===== src/verilog/aof_pkg.sv =====
// Purpose: Shared types and constants of the accelerator output formatter.
// Assumes: One 200 MHz clock; configuration holds still while a parameter set runs.
// Notes: Addresses are byte addresses into four contiguous 16KB local banks.
`default_nettype none

package aof_pkg;

    localparam int AOF_SAMPLE_W = 24;
    localparam int AOF_ADDR_W = 16;
    localparam int AOF_COUNT_W = 12;
    localparam int AOF_SKIP_W = 10;
    localparam int AOF_SCALE_W = 8;
    localparam int AOF_FFTLOG_W = 4;
    localparam int AOF_DATA_W = 64;
    localparam int AOF_BE_W = 8;
    localparam int AOF_WCNT_W = 24;
    localparam int AOF_BANK_BYTES = 16384;
    localparam logic [AOF_ADDR_W-1:0] AOF_BANK0_FIRST = 16'h0000;
    localparam logic [3:0] AOF_SCALE_MAX = 4'h8;
    localparam logic [3:0] AOF_FFTLOG_MAX = 4'hc;

    // Word width select and real-only encodings.
    localparam logic AOF_WIDTH_16 = 1'b0;
    localparam logic AOF_WIDTH_32 = 1'b1;
    localparam logic AOF_OUT_COMPLEX = 1'b0;
    localparam logic AOF_OUT_REAL = 1'b1;

    // Byte enables of the four write shapes.
    localparam logic [AOF_BE_W-1:0] AOF_BE_16_REAL = 8'h03;
    localparam logic [AOF_BE_W-1:0] AOF_BE_16_CPLX = 8'h0f;
    localparam logic [AOF_BE_W-1:0] AOF_BE_32_REAL = 8'h0f;
    localparam logic [AOF_BE_W-1:0] AOF_BE_32_CPLX = 8'hff;

    // Saturation limits of a 16-bit word and of a 24-bit component.
    localparam logic [15:0] AOF_S16_MAX = 16'h7fff;
    localparam logic [15:0] AOF_S16_MIN = 16'h8000;
    localparam logic [15:0] AOF_U16_MAX = 16'hffff;
    localparam logic [23:0] AOF_S24_MAX = 24'h7fffff;
    localparam logic [23:0] AOF_S24_MIN = 24'h800000;

    localparam logic AOF_FIFO_READY_RESET = 1'b1;

    typedef struct packed {
        logic [AOF_SAMPLE_W-1:0] q;
        logic [AOF_SAMPLE_W-1:0] i;
    } aof_sample_s;

    typedef struct packed {
        logic [AOF_ADDR_W-1:0] destStartAddress;
        logic [AOF_ADDR_W-1:0] destSampleStride;
        logic [AOF_ADDR_W-1:0] destIterationOffset;
        logic [AOF_COUNT_W-1:0] destSampleCount;
        logic [AOF_SKIP_W-1:0] destLeadingSkip;
        logic [AOF_COUNT_W-1:0] iterationCount;
        logic [AOF_COUNT_W-1:0] sourceSampleCount;
        logic fftEnable;
        logic [AOF_FFTLOG_W-1:0] fftSizeLog2;
        logic destWordWidthSelect;
        logic destRealOnly;
        logic destSignedMode;
        logic destConjugate;
        logic [AOF_SCALE_W-1:0] destShiftScale;
    } aof_config_s;

    typedef enum logic [1:0] {
        AOF_IDLE,
        AOF_RUN,
        AOF_FLUSH
    } aof_phase_e;

    typedef struct packed {
        aof_phase_e phase;
        logic [AOF_COUNT_W-1:0] sampleIndex;
        logic [AOF_COUNT_W-1:0] iterIndex;
        logic [AOF_ADDR_W-1:0] iterBase;
        logic wrValid;
        logic [AOF_ADDR_W-1:0] wrAddr;
        logic [AOF_DATA_W-1:0] wrData;
        logic [AOF_BE_W-1:0] wrByteEn;
        logic done;
        logic busy;
    } aof_state_s;

    localparam aof_state_s AOF_STATE_RESET = '0;

endpackage

`default_nettype wire


===== src/verilog/aof_skid_fifo.sv =====
// Purpose: Small FIFO with valid and ready on both sides.
// Assumes: Both sides on the same clock; DEPTH of at least two.
// Notes: Ready on the filling side comes from a flip-flop.
`timescale 1ns/1ps
`default_nettype none

module aof_skid_fifo #(
    parameter int WIDTH = 48,
    parameter int DEPTH = 2
) (
    input wire logic clk,
    input wire logic rstn,
    input wire logic inValid,
    output logic inReady,
    input wire logic [WIDTH-1:0] inData,
    output logic outValid,
    input wire logic outReady,
    output logic [WIDTH-1:0] outData
);

    localparam int PTR_W = (DEPTH > 1) ? $clog2(DEPTH) : 1;
    localparam int CNT_W = $clog2(DEPTH + 1);
    localparam logic [PTR_W-1:0] LAST_PTR = PTR_W'(DEPTH - 1);
    localparam logic [CNT_W-1:0] FULL_CNT = CNT_W'(DEPTH);

    if (DEPTH < 2 || WIDTH < 1) begin : gen_check
        $error("aof_skid_fifo needs DEPTH of at least 2 and a positive WIDTH");
    end

    typedef struct packed {
        logic [DEPTH-1:0][WIDTH-1:0] mem;
        logic [PTR_W-1:0] rdPtr;
        logic [PTR_W-1:0] wrPtr;
        logic [CNT_W-1:0] count;
        logic ready;
    } aof_fifo_state_s;

    aof_fifo_state_s st;
    aof_fifo_state_s next_st;
    logic push;
    logic pop;

    assign push = inValid && st.ready;
    assign pop = outReady && (st.count != '0);
    assign inReady = st.ready;
    assign outValid = (st.count != '0);
    assign outData = st.mem[st.rdPtr];

    always_comb begin
        next_st = st;
        if (push) begin
            next_st.mem[st.wrPtr] = inData;
            next_st.wrPtr = (st.wrPtr == LAST_PTR) ? '0 : PTR_W'(st.wrPtr + 1'b1);
        end
        if (pop) begin
            next_st.rdPtr = (st.rdPtr == LAST_PTR) ? '0 : PTR_W'(st.rdPtr + 1'b1);
        end
        if (push && !pop) begin
            next_st.count = CNT_W'(st.count + 1'b1);
        end else if (pop && !push) begin
            next_st.count = CNT_W'(st.count - 1'b1);
        end
        next_st.ready = (next_st.count != FULL_CNT);
    end

    always_ff @(posedge clk) begin
        if (!rstn) begin
            st <= '0;
            st.ready <= aof_pkg::AOF_FIFO_READY_RESET;
        end else begin
            st <= next_st;
        end
    end

    // A full FIFO must refuse the producer.
    fifo_full_a: assert property (@(posedge clk) disable iff (!rstn)
        (st.count == FULL_CNT) |-> !inReady)
        else $error("FIFO full but still accepting");

    // A word pushed into an empty FIFO must be the next word shown.
    fifo_order_a: assert property (@(posedge clk) disable iff (!rstn)
        push && st.count == '0 |=> outValid && outData == $past(inData))
        else $error("FIFO head is not the word just pushed");

endmodule

`default_nettype wire


===== src/verilog/aof_output_formatter.sv =====
// Purpose: Formats the core's 24-bit complex stream and writes it to local memory.
// Assumes: Configuration is stable from start until setDone; memory answers on clk.
// Notes: One sample per cycle while memWrReady stays high.
`timescale 1ns/1ps
`default_nettype none

// Functional notes
// - Take and write one complex 24-bit sample per clock in steady state.
// - Destination start is a 16-bit byte address; zero is bank zero's first byte.
// - Each component is stored as a 16-bit or a 32-bit word.
// - Optionally store only the real part and drop the imaginary part.
// - Consecutive writes are stride bytes apart; count is programmed minus one.
// - Each iteration start moves by the offset; iteration count shared with input.
// - Skip leading samples per iteration; written equals count plus one minus skip.
// - Destination count is independent; trailing samples beyond it are dropped.
// - Bit-reversed FFT output lands in memory in natural bin order.
// - 16-bit output drops scale LSBs and saturates the top eight-minus-scale bits.
// - 32-bit output extends by scale MSBs and appends eight-minus-scale zero LSBs.
// - Signed mode sign-extends and saturates signed; otherwise unsigned.
// - In complex output with conjugation, the imaginary part is negated.
// - Width select zero means 16-bit words, one means 32-bit words.
// - Real-only select zero means complex output, one means real only.
module aof_output_formatter #(
    parameter int BUF_DEPTH = 2
) (
    input wire logic clk,
    input wire logic rstn,
    input wire logic start,
    input wire aof_pkg::aof_config_s cfg,
    input wire logic smpValid,
    output logic smpReady,
    input wire aof_pkg::aof_sample_s smpData,
    output logic memWrValid,
    input wire logic memWrReady,
    output logic [aof_pkg::AOF_ADDR_W-1:0] memWrAddr,
    output logic [aof_pkg::AOF_DATA_W-1:0] memWrData,
    output logic [aof_pkg::AOF_BE_W-1:0] memWrByteEn,
    output logic setDone,
    output logic busy
);

    if (BUF_DEPTH < 2) begin : gen_check
        $error("aof_output_formatter needs BUF_DEPTH of at least 2");
    end

    aof_pkg::aof_state_s st;
    aof_pkg::aof_state_s next_st;
    aof_pkg::aof_sample_s head;
    logic headValid;
    logic take;
    logic canIssue;
    logic inRange;
    logic [aof_pkg::AOF_COUNT_W-1:0] lastIndex;
    logic [aof_pkg::AOF_COUNT_W-1:0] binIndex;
    logic [aof_pkg::AOF_COUNT_W-1:0] binOffset;
    logic [3:0] shift;
    logic [3:0] fftLog;
    logic [aof_pkg::AOF_SAMPLE_W-1:0] imagIn;
    logic [31:0] realWord;
    logic [31:0] imagWord;
    logic [aof_pkg::AOF_DATA_W-1:0] packedData;
    logic [aof_pkg::AOF_BE_W-1:0] packedBe;
    logic [aof_pkg::AOF_ADDR_W-1:0] sampleAddr;

    // Absorbs a stall by the memory so the core never loses a sample.
    aof_skid_fifo #(
        .WIDTH($bits(aof_pkg::aof_sample_s)),
        .DEPTH(BUF_DEPTH)
    ) u_buf (
        .clk(clk),
        .rstn(rstn),
        .inValid(smpValid),
        .inReady(smpReady),
        .inData(smpData),
        .outValid(headValid),
        .outReady(take),
        .outData(head)
    );

    // Converts one 24-bit component to a 16-bit or 32-bit word.
    function automatic logic [31:0] fmtComp(input logic [23:0] c, input logic sgn,
                                           input logic w32, input logic [3:0] sh);
        logic [31:0] ext;
        logic [31:0] shr;
        ext = sgn ? {{8{c[23]}}, c} : {8'h00, c};
        shr = sgn ? 32'($signed(ext) >>> sh) : (ext >> sh);
        if (w32) begin
            fmtComp = ext << (4'h8 - sh);
        end else if (sgn) begin
            if (!shr[31] && shr[31:15] != 17'h00000) begin
                fmtComp = {16'h0000, aof_pkg::AOF_S16_MAX};
            end else if (shr[31] && shr[31:15] != 17'h1ffff) begin
                fmtComp = {16'h0000, aof_pkg::AOF_S16_MIN};
            end else begin
                fmtComp = {16'h0000, shr[15:0]};
            end
        end else begin
            fmtComp = (shr[31:16] != 16'h0000) ? {16'h0000, aof_pkg::AOF_U16_MAX} :
                                                 {16'h0000, shr[15:0]};
        end
    endfunction

    // Reverses the low bits of an index for a transform of 2**lg points.
    function automatic logic [11:0] bitRev(input logic [11:0] idx, input logic [3:0] lg);
        logic [11:0] rev;
        rev = '0;
        for (int b = 0; b < 12; b++) begin
            rev[b] = idx[11 - b];
        end
        bitRev = rev >> (4'hc - lg);
    endfunction

    always_comb begin
        shift = (cfg.destShiftScale > 8'(aof_pkg::AOF_SCALE_MAX)) ? aof_pkg::AOF_SCALE_MAX :
                cfg.destShiftScale[3:0];
        fftLog = (cfg.fftSizeLog2 > aof_pkg::AOF_FFTLOG_MAX) ? aof_pkg::AOF_FFTLOG_MAX :
                 cfg.fftSizeLog2;
        lastIndex = cfg.fftEnable ? 12'((13'h0001 << fftLog) - 13'h0001) : cfg.sourceSampleCount;
        binIndex = cfg.fftEnable ? bitRev(st.sampleIndex, fftLog) : st.sampleIndex;
        inRange = (binIndex >= 12'(cfg.destLeadingSkip)) &&
                  (binIndex <= cfg.destSampleCount);
        binOffset = 12'(binIndex - 12'(cfg.destLeadingSkip));
        sampleAddr = 16'(st.iterBase + 16'(binOffset * cfg.destSampleStride));
        if (head.q == aof_pkg::AOF_S24_MIN) begin
            imagIn = cfg.destConjugate ? aof_pkg::AOF_S24_MAX : head.q;
        end else begin
            imagIn = cfg.destConjugate ? 24'(-head.q) : head.q;
        end
        realWord = fmtComp(head.i, cfg.destSignedMode, cfg.destWordWidthSelect, shift);
        imagWord = fmtComp(imagIn, cfg.destSignedMode, cfg.destWordWidthSelect, shift);
        if (cfg.destWordWidthSelect == aof_pkg::AOF_WIDTH_32) begin
            if (cfg.destRealOnly == aof_pkg::AOF_OUT_REAL) begin
                packedData = {32'h00000000, realWord};
                packedBe = aof_pkg::AOF_BE_32_REAL;
            end else begin
                packedData = {imagWord, realWord};
                packedBe = aof_pkg::AOF_BE_32_CPLX;
            end
        end else begin
            if (cfg.destRealOnly == aof_pkg::AOF_OUT_REAL) begin
                packedData = {48'h000000000000, realWord[15:0]};
                packedBe = aof_pkg::AOF_BE_16_REAL;
            end else begin
                packedData = {32'h00000000, imagWord[15:0], realWord[15:0]};
                packedBe = aof_pkg::AOF_BE_16_CPLX;
            end
        end
    end

    assign canIssue = !st.wrValid || memWrReady;
    assign take = (st.phase == aof_pkg::AOF_RUN) && headValid && canIssue;

    always_comb begin
        next_st = st;
        next_st.done = 1'b0;
        if (st.wrValid && memWrReady) begin
            next_st.wrValid = 1'b0;
        end
        case (st.phase)
            aof_pkg::AOF_IDLE: begin
                if (start) begin
                    next_st.phase = aof_pkg::AOF_RUN;
                    next_st.sampleIndex = '0;
                    next_st.iterIndex = '0;
                    next_st.iterBase = cfg.destStartAddress;
                    next_st.busy = 1'b1;
                end
            end
            aof_pkg::AOF_RUN: begin
                if (take) begin
                    if (inRange) begin
                        next_st.wrValid = 1'b1;
                        next_st.wrAddr = sampleAddr;
                        next_st.wrData = packedData;
                        next_st.wrByteEn = packedBe;
                    end
                    if (st.sampleIndex == lastIndex) begin
                        next_st.sampleIndex = '0;
                        if (st.iterIndex == cfg.iterationCount) begin
                            next_st.phase = aof_pkg::AOF_FLUSH;
                        end else begin
                            next_st.iterIndex = 12'(st.iterIndex + 1'b1);
                            next_st.iterBase = 16'(st.iterBase +
                                                   cfg.destIterationOffset);
                        end
                    end else begin
                        next_st.sampleIndex = 12'(st.sampleIndex + 1'b1);
                    end
                end
            end
            aof_pkg::AOF_FLUSH: begin
                if (canIssue) begin
                    next_st.phase = aof_pkg::AOF_IDLE;
                    next_st.done = 1'b1;
                    next_st.busy = 1'b0;
                end
            end
            default: begin
                next_st.phase = aof_pkg::AOF_IDLE;
            end
        endcase
    end

    always_ff @(posedge clk) begin
        if (!rstn) begin
            st <= aof_pkg::AOF_STATE_RESET;
        end else begin
            st <= next_st;
        end
    end

    assign memWrValid = st.wrValid;
    assign memWrAddr = st.wrAddr;
    assign memWrData = st.wrData;
    assign memWrByteEn = st.wrByteEn;
    assign setDone = st.done;
    assign busy = st.busy;

    // Counts writes issued in the running set for the checks below.
    logic [aof_pkg::AOF_WCNT_W-1:0] wrCount;
    logic [aof_pkg::AOF_WCNT_W-1:0] wrExpect;
    logic issueWrite;

    assign issueWrite = take && inRange;
    assign wrExpect = 24'((13'(cfg.destSampleCount) + 13'h0001 - 13'(cfg.destLeadingSkip)) *
                          (13'(cfg.iterationCount) + 13'h0001));

    always_ff @(posedge clk) begin
        if (!rstn) begin
            wrCount <= '0;
        end else if (start && st.phase == aof_pkg::AOF_IDLE) begin
            wrCount <= '0;
        end else if (issueWrite) begin
            wrCount <= 24'(wrCount + 1'b1);
        end
    end

    stall_hold_a: assert property (@(posedge clk) disable iff (!rstn)
        memWrValid && !memWrReady |=> memWrValid && $stable(memWrAddr) && $stable(memWrData))
        else $error("Write changed while the memory stalled");

    full_rate_a: assert property (@(posedge clk) disable iff (!rstn)
        (st.phase == aof_pkg::AOF_RUN) && headValid && memWrReady && inRange |=> memWrValid)
        else $error("Formatter idled with data and a ready memory");

    first_addr_a: assert property (@(posedge clk) disable iff (!rstn)
        issueWrite && st.sampleIndex == '0 && st.iterIndex == '0 && !cfg.fftEnable &&
        cfg.destLeadingSkip == '0 |=> memWrAddr == cfg.destStartAddress)
        else $error("First write not at the start address");

    set_count_a: assert property (@(posedge clk) disable iff (!rstn)
        setDone && cfg.destSampleCount >= 12'(cfg.destLeadingSkip) |-> wrCount == wrExpect)
        else $error("Number of writes in the set is wrong");

    done_after_a: assert property (@(posedge clk) disable iff (!rstn)
        setDone |-> $past(st.phase) == aof_pkg::AOF_FLUSH && !memWrValid ##1 !setDone)
        else $error("Completion pulse out of place");

    byte_shape_a: assert property (@(posedge clk) disable iff (!rstn)
        issueWrite |=> memWrByteEn == ($past(cfg.destRealOnly) ?
            ($past(cfg.destWordWidthSelect) ? 8'h0f : 8'h03) :
            ($past(cfg.destWordWidthSelect) ? 8'hff : 8'h0f)))
        else $error("Byte enables do not match width and real mode");

    sat_high_a: assert property (@(posedge clk) disable iff (!rstn)
        issueWrite && !cfg.destWordWidthSelect && cfg.destSignedMode && shift == 4'h0 &&
        !head.i[23] && head.i[22:15] != 8'h00 |=> memWrData[15:0] == 16'h7fff)
        else $error("Signed 16-bit output did not saturate high");

    ext_top_a: assert property (@(posedge clk) disable iff (!rstn)
        issueWrite && cfg.destWordWidthSelect && cfg.destSignedMode && shift == 4'h8 |=>
        memWrData[31:24] == {8{memWrData[23]}})
        else $error("32-bit output not sign extended");

    conj_neg_a: assert property (@(posedge clk) disable iff (!rstn)
        issueWrite && cfg.destConjugate && !cfg.destRealOnly && cfg.destWordWidthSelect &&
        shift == 4'h8 && head.q != 24'h800000 |=>
        memWrData[55:32] == 24'(-$past(head.q)))
        else $error("Imaginary part not negated");

    sat_low_a: assert property (@(posedge clk) disable iff (!rstn)
        issueWrite && !cfg.destWordWidthSelect && cfg.destSignedMode && shift == 4'h0 &&
        head.i[23] && head.i[22:15] != 8'hff |=> memWrData[15:0] == 16'h8000)
        else $error("Signed 16-bit output did not saturate low");

    usat_high_a: assert property (@(posedge clk) disable iff (!rstn)
        issueWrite && !cfg.destWordWidthSelect && !cfg.destSignedMode &&
        (head.i >> shift) > 24'h00ffff |=> memWrData[15:0] == 16'hffff)
        else $error("Unsigned 16-bit output did not saturate");

    real_zero_a: assert property (@(posedge clk) disable iff (!rstn)
        issueWrite && cfg.destRealOnly |=> memWrData[63:32] == 32'h00000000 &&
        ($past(cfg.destWordWidthSelect) || memWrData[31:16] == 16'h0000))
        else $error("Real-only write carries an imaginary part");

    lsb_zero_a: assert property (@(posedge clk) disable iff (!rstn)
        issueWrite && cfg.destWordWidthSelect |=>
        (memWrData[7:0] & (8'hff >> $past(shift))) == 8'h00)
        else $error("32-bit output low bits not zero");

endmodule

`default_nettype wire


===== config.mk =====
export PLATFORM = sky130hd
export DESIGN_NAME = aof_output_formatter
export DESIGN_NICKNAME = d
export VERILOG_FILES = /design/src/verilog/aof_pkg.sv /design/src/verilog/aof_skid_fifo.sv /design/src/verilog/aof_output_formatter.sv
export SDC_FILE = /design/constraint.sdc
export NUM_CORES = 1
export LEC_CHECK = 0
export ABC_AREA = 1
export BUFFER_PORTS_ARGS = -buffer_cell sky130_fd_sc_hd__buf_2
export CAP_MARGIN = 20
export CORE_MARGIN = 2
export CORE_UTILIZATION = 65
export DETAILED_ROUTE_END_ITERATION = 6
export MAX_ROUTING_LAYER = met4
export PLACE_DENSITY = 0.88
export SETUP_SLACK_MARGIN = 0.1
export SLEW_MARGIN = 30
export SYNTH_ARGS = -nofsm -noshare
export SYNTH_HDL_FRONTEND = slang
export SYNTH_SLANG_ARGS = --single-unit

===== constraint.sdc =====
create_clock -name clk -period 24 [get_ports clk]
set_clock_uncertainty 0.05 [all_clocks]
set_input_delay 3.6 -clock clk [delete_from_list [all_inputs] [get_ports clk]]
set_output_delay 3.6 -clock clk [all_outputs]
set_load 0.05 [all_outputs]

---- Yosys cells after proc, flatten, opt, wreduce, memory -nomap -nowiden ----
Cells that the tools add are included.
word-level totals
  register bits ........................... 234
  output and inout bits ................... 92
  word-level logic and storage cells ...... 144
cells by class
  add/sub/neg operators ................... 13
  multiply operators ...................... 1
  $lt $le $gt $ge ......................... 7
  equality and inequality tests ........... 14
  shifts and indexed selects .............. 8
  mux-type cells .......................... 52
  reduce and logical (&&, ||, !) cells .... 33
operators by type and width
  kind                     number
  $mux W32                 9
  $mux W89                 2
  $mux W48                 3
  $mux W131                1
  $mux W64                 2
  $bwmux W96               1
  $mux W16                 6
  $pmux W40 S2             1
  $mux W24                 3
  $shl A32 B4 Y32          2
  $shr A32 B4 Y32          2
  $sshr A32 B4 Y32         2
  $mux W28                 2
  $demux W48 S1            1
  $mux W42                 1
  $mux W12                 3
  $ne A17 B17 Y1 const B   2
  $reduce_bool A17 Y1      2
  $add A16 B16 Y16         2
  $reduce_bool A16 Y1      2
  $add A12 B1 Y12 const B  2
  $eq A12 B12 Y1           2
  $eq A24 B24 Y1 const B   1
  $neg A24 Y24             1
  33 further kinds         73

---- Longest topological paths before layout ----
  word-level depth ........................ 19
  depth in mapped cells ................... 47
  mapped depth without buffers ............ 47

---- Hierarchy ----
Synthesis repeated with hierarchy kept, for this count alone.
unflattened totals
  cells, all modules ...................... 3405
  area total of the unflattened synthesis .. 21787.1 um2
by module, submodules not included
  module                times used  cells each  area each (um2)  sequential area each (um2)
  aof_output_formatter  1           2845        17703.2          2562.5
  aof_skid_fifo         1           560         4083.9           2021.9

---- Least setup slack after synthesis ----
OpenSTA, ideal clock, no wires.
  kind .................................... input-to-reg
  from .................................... input port cfg[15] (netlist name)
  to ...................................... register st (netlist bit memWrAddr[15])
  arrival time ............................ 11.311 ns
  path slack .............................. 12.530 ns
  stages .................................. 42
  buffers on the path ..................... 2
  cells stage by stage .................... nand2_1 > inv_1 > nor2_2 > clkbuf_1 > ha_1 > clkbuf_1 > nor2_1 > o311ai_0 > o211ai_1 > o21ai_0 > ha_1 > a21oi_1 > nand2_1 > a21boi_0 > o21ai_0 > nand2_1 > nand2_1 > a21oi_1 > (+6 left out) > fa_1 > fa_1 > fa_1 > inv_1 > fa_1 > inv_1 > ha_1 > nand2_1 > o21ai_0 > a21oi_1 > nor2_1 > nor2_1 > xnor2_1 > xor3_1 > nand3_1 > nand3_1 > nand2_1 > inv_1
between the ends
  word-level cells in the longest chain between the ends .. 8
RTL lines
  item                                                     RTL line                                                  RTL
  start, declared                                          aof_output_formatter.sv:29                                input wire aof_pkg::aof_config_s cfg,
  $gt A4 B4 Y1                                             aof_output_formatter.sv:116                               fftLog = (cfg.fftSizeLog2 > aof_pkg::AOF_FFTLOG_MAX) ? aof_pkg::AOF_FFTLOG_MAX :
  $mux W4 *                                                aof_output_formatter.sv:116
  $sub A4 B4 Y4 *                                          aof_output_formatter.sv:110                               bitRev = rev >> (4'hc - lg);
  $shr A12 B4 Y12 *                                        aof_output_formatter.sv:110
  $mux W12 *                                               aof_output_formatter.sv:119                               binIndex = cfg.fftEnable ? bitRev(st.sampleIndex, fftLog) : st.sampleIndex;
  $sub A12 B10 Y12, or another cell as far along           aof_output_formatter.sv:122                               binOffset = 12'(binIndex - 12'(cfg.destLeadingSkip));
  $mul A12 B16 Y16 or $logic_and A1 B1 Y1 (tied branches)  aof_output_formatter.sv:123, aof_output_formatter.sv:120
  $add A16 B16 Y16 or $reduce_and A3 Y1 (tied branches)    n/a
  end signal, assigned                                     aof_output_formatter.sv:206                               st <= aof_pkg::AOF_STATE_RESET;
  end signal, assigned                                     aof_output_formatter.sv:208                               st <= next_st;
  end, declared                                            aof_output_formatter.sv:46                                aof_pkg::aof_state_s st;
Mark *: on every way between the ends. The rest lies on a longest branch, timed or not.
A chain may end at the register's enable or synchronous reset.

---- Worst setup path after layout ----
Ends and elaborated chain as after synthesis.

==> run_results.csv <==
group,metric,value,unit
logic_synthesis,synth_edf_count,0,
logic_synthesis,async_flop_share,0,
logic_synthesis,synth_area,0.0220,sq mm
critical_path,critical_path.max_stage_delay,0.67,ns
detailed_routing,vias,24000,
floorplan,io-pin-count,256,
grt,first_global_vias,23200,
clock_network,post-cts-setup-buffer-count,0,
critical_path,required,24.39,ns
logic_synthesis,ys.flop_type,"dfxtp_1",
logic_synthesis,synth_nets,3865,
layout,register_area,0.00459,sq mm
clock_network,clkSlewWorstSetupHoldPaths,0.06,ns
floorplan,core-area,0.0334,sq mm
critical_path,reg2reg_depth,36,
clock_network,htreeDepth,1,
place,port_buffers,255,
grt,gr-max-usage-layer,"met2",
timing,timing.slew.headroom,0.361,
floorplan,dieArea,0.0354,sq mm
timing,final-max-slew-violation-count,0,
timing,hold_violations,0,
status,status,"complete, but fails checks",
timing,rsz0062_at_grt,"no",
floorplan,fp.dieH,188,microns
power,p_leak,11.8,nW
layout,nFillCells,2934,
critical_path,end_kind,"register",
grt,grt_pass1_wl,118000,microns
logic_synthesis,synth_cell_types,63,
critical_path,crit_slowest_cell,"nor2_1",
logic_synthesis,yosys.area.top_type,"dfxtp_1",
timing,fin_hold_ws,0.405,ns
timing,worst_pin_slew,0.957,ns
power,pwr-share-clk,0.162,
floorplan,dieWidth,188,microns
clock_network,cts_buffer_depth,3,
critical_path,start_kind,"primary input",
detailed_routing,drt-total-wl,74000,microns
clock_network,cts_inserted_buffers,25,
clock_network,holdBufCountCts,0,
clock_network,cts.sinks,229,
grt,grt_max_degree,106,
logic_synthesis,ys_ff_latch,229,
detailed_routing,first_pass_iters,7,
power,power.total,0.00239,W
floorplan,fp-row-count,67,
layout,post-route-util,0.702,
logic_synthesis,synth_top_area_share,0.208,
logic_synthesis,synth_top_cells_by_area,"dfxtp_1, nand2_1, fa_1, o21ai_0, inv_1",
power,p_int,0.00122,W
critical_path,arrival,12.88,ns
power,worst_ir_drop_vdd,0.000151,V
timing,max_freq,0.0801,GHz
place,dp_hpwl,56300,microns
place,pre_cts_ws,11.15,ns
logic_synthesis,synthCells,3520,
min_path,holdCritPathClass,"reg2reg",
timing,fin_ws,11.51,ns
critical_path,worst-path-buf-inv,10,
floorplan,start_util,0.659,
layout,area_growth_syn_to_layout,6.54,%
grt,grt.met3_usage,0.0556,
min_path,hold_depth,2,
grt,gr-usage-met2,0.689,
grt,grt_util_all_layers,0.425,
detailed_routing,drc,11,
detailed_routing,post_drt_wl_per_cell,18.3,microns
timing,setup_tns,0,ns
layout,nNetsFinal,3913,
place,place_congestion,1.05,
timing,fin_crit,12.49,ns
logic_synthesis,yosysWarnings,0,
logic_synthesis,ys_seq_area_frac,0.208,
clock_network,cts-resized-gates,0,
detailed_routing,dr.first_iter.drc_count,2520,
power,powerDensity,102,mW/mm^2
status,violations,"design-rule violations",
clock_network,clk_latency,0.56,ns
logic_synthesis,avgSynthCellArea,6.26,sq um
grt,met1_usage,0.506,
power,power.share.switching,0.491,
detailed_routing,postRouteAntennaNets,0,
layout,multi_input_area,0.0145,sq mm
grt,antenna_found_initial,0,
power,pwr-share-comb,0.658,
power,pwr-share-seq,0.180,
timing,setup_viol,0,
timing,period_share,0.520,
clock_network,cts_tree,"yes",
critical_path,path_delay_family,"adder cells",
critical_path,crit_type,"in2reg",
critical_path,path_max_fanout,20,
run,max-cap-violations,0,
layout,drive_gt1_frac,0.113,
grt,grt_overflow_total,0,
power,switchingPower,0.00117,W
critical_path,crit_path_frequent_cell,"inv_1",
detailed_routing,routed_via_density,5.95,
clock_network,root_buffer,"clkbuf_16",
layout,n_antenna_cell,0,
critical_path,worstSetupPathDepth,40,
[power groups by stage]
stage	Clock, W	Combinational (W)	Sequential (W)
global route	0.000401	0.00177	0.000433
global placement	0	0.00145	0.000436
detailed placement	0	0.00152	0.000438
floorplan	0	0.00116	0.000433
finish	0.000387	0.00157	0.000431
CTS	0.000388	0.00155	0.000429
[kinds of logic after synthesis]
logic type / Yosys count / synth area share
buffers and inverters: 685 / 0.136
multiplexers: 6 / 0.00273
AO/OA/AOI/OAI: 732 / 0.187
adder cells (fa/ha/maj): 181 / 0.135
AND/OR/NAND/NOR: 1610 / 0.300
flip-flops: 229 / 0.208
XOR/XNOR: 77 / 0.0313
[layer usage]
layer	wire [microns]	vias up
met5	0	-
met1	28400	11000
li1	-	11300
met4	4850	0
met2	34100	1339
met3	6680	268
[worst reg2reg max path: cells and delay by family (launching register included)]
kind,cells,cell delay [ns]
AO/OA/AOI/OAI,11,2.29
XOR/XNOR,3,1.07
adder cells (fa/ha/maj),7,3.33
buffers and inverters,7,0.45
flip-flops,1,0.48
AND/OR/NAND/NOR,8,0.74
[cells in the final DEF (no fill, tap or decap), types with 7 or more instances in the layout]
master	synthesis	routed
nor4_1	7	7
o21ai_1	22	22
a221oi_1	17	17
nand2_2	12	13
xnor2_1	19	19
nand3_1	164	163
o22ai_1	16	16
fa_1	94	94
nand2_1	947	946
a22oi_1	7	7
nor2_1	376	374
a21oi_1	188	188
clkbuf_16	0	25
o21a_1	15	15
nand4_1	30	30
inv_1	412	410
a211oi_1	18	18
o221ai_1	8	8
o21ai_0	346	346
buf_4	91	22
xor2_1	57	57
dfxtp_1	229	228
o211ai_1	21	21
a31oi_1	33	33
ha_1	87	87
nor3_1	25	24
buf_2	13	254
a21oi_2	10	10
inv_2	12	11
or2_2	19	19
nor2_2	9	11
[layout make-up]
cell class | count | share of cell area
multi-input cells | 2606 | 0.616
flip-flops and latches | 229 | 0.195
inverters | 430 | 0.0692
repair buffers | 276 | 0.0612
clock buffers | 33 | 0.0301
well taps | 448 | 0.0239
clock inverters | 10 | 0.00421
[synth_stat cells, drive strengths merged, types with 5 or more instances]
| cell type | count |
|---|---|
| o21a | 15 |
| fa | 94 |
| nor2 | 390 |
| nand4 | 30 |
| xor2 | 57 |
| nand2 | 961 |
| o22ai | 16 |
| o221ai | 8 |
| inv | 425 |
| a31oi | 34 |
| nor4 | 7 |
| or2 | 21 |
| a211oi | 18 |
| buf | 130 |
| a22oi | 7 |
| o211ai | 21 |
| ha | 87 |
| nor3 | 26 |
| a221oi | 17 |
| o21ai | 372 |
| a21oi | 198 |
| clkbuf | 125 |
| nand3 | 167 |
| clkinv | 5 |
| o21bai | 6 |
| mux2i | 6 |
| nand3b | 6 |
| dfxtp | 229 |
| xnor2 | 19 |
[through the flow]
| stage | cells | area (sq um) |
|---|---|---|
| 6_report | 4032 | 23500 |
| 5_1_grt | 4032 | 23500 |
| 4_1_cts | 4032 | 23500 |
| 3_5_place_dp | 3989 | 22700 |
| 3_3_place_gp | 3989 | 22700 |
| 2_1_floorplan | 3520 | 22000 |
[final timing paths]
check,slack [ns],from,endpoint
max,11.51,cfg[15],memWrAddr[15]
min,0.40,u_buf.st[58],u_buf.st[58]
max reg2reg,15.45,st[126],memWrAddr[15]
min reg2reg,0.40,u_buf.st[58],u_buf.st[58]
[sequential cells by signal, summed over array words and instances, names as in the netlist]
signal / cells
u_buf.inReady: 1
busy: 1
memWrAddr: 16
st: 42
u_buf.st: 100
memWrData: 64
setDone: 1
memWrByteEn: 3
memWrValid: 1
No activity file was read; power rests on OpenSTA's default activity.
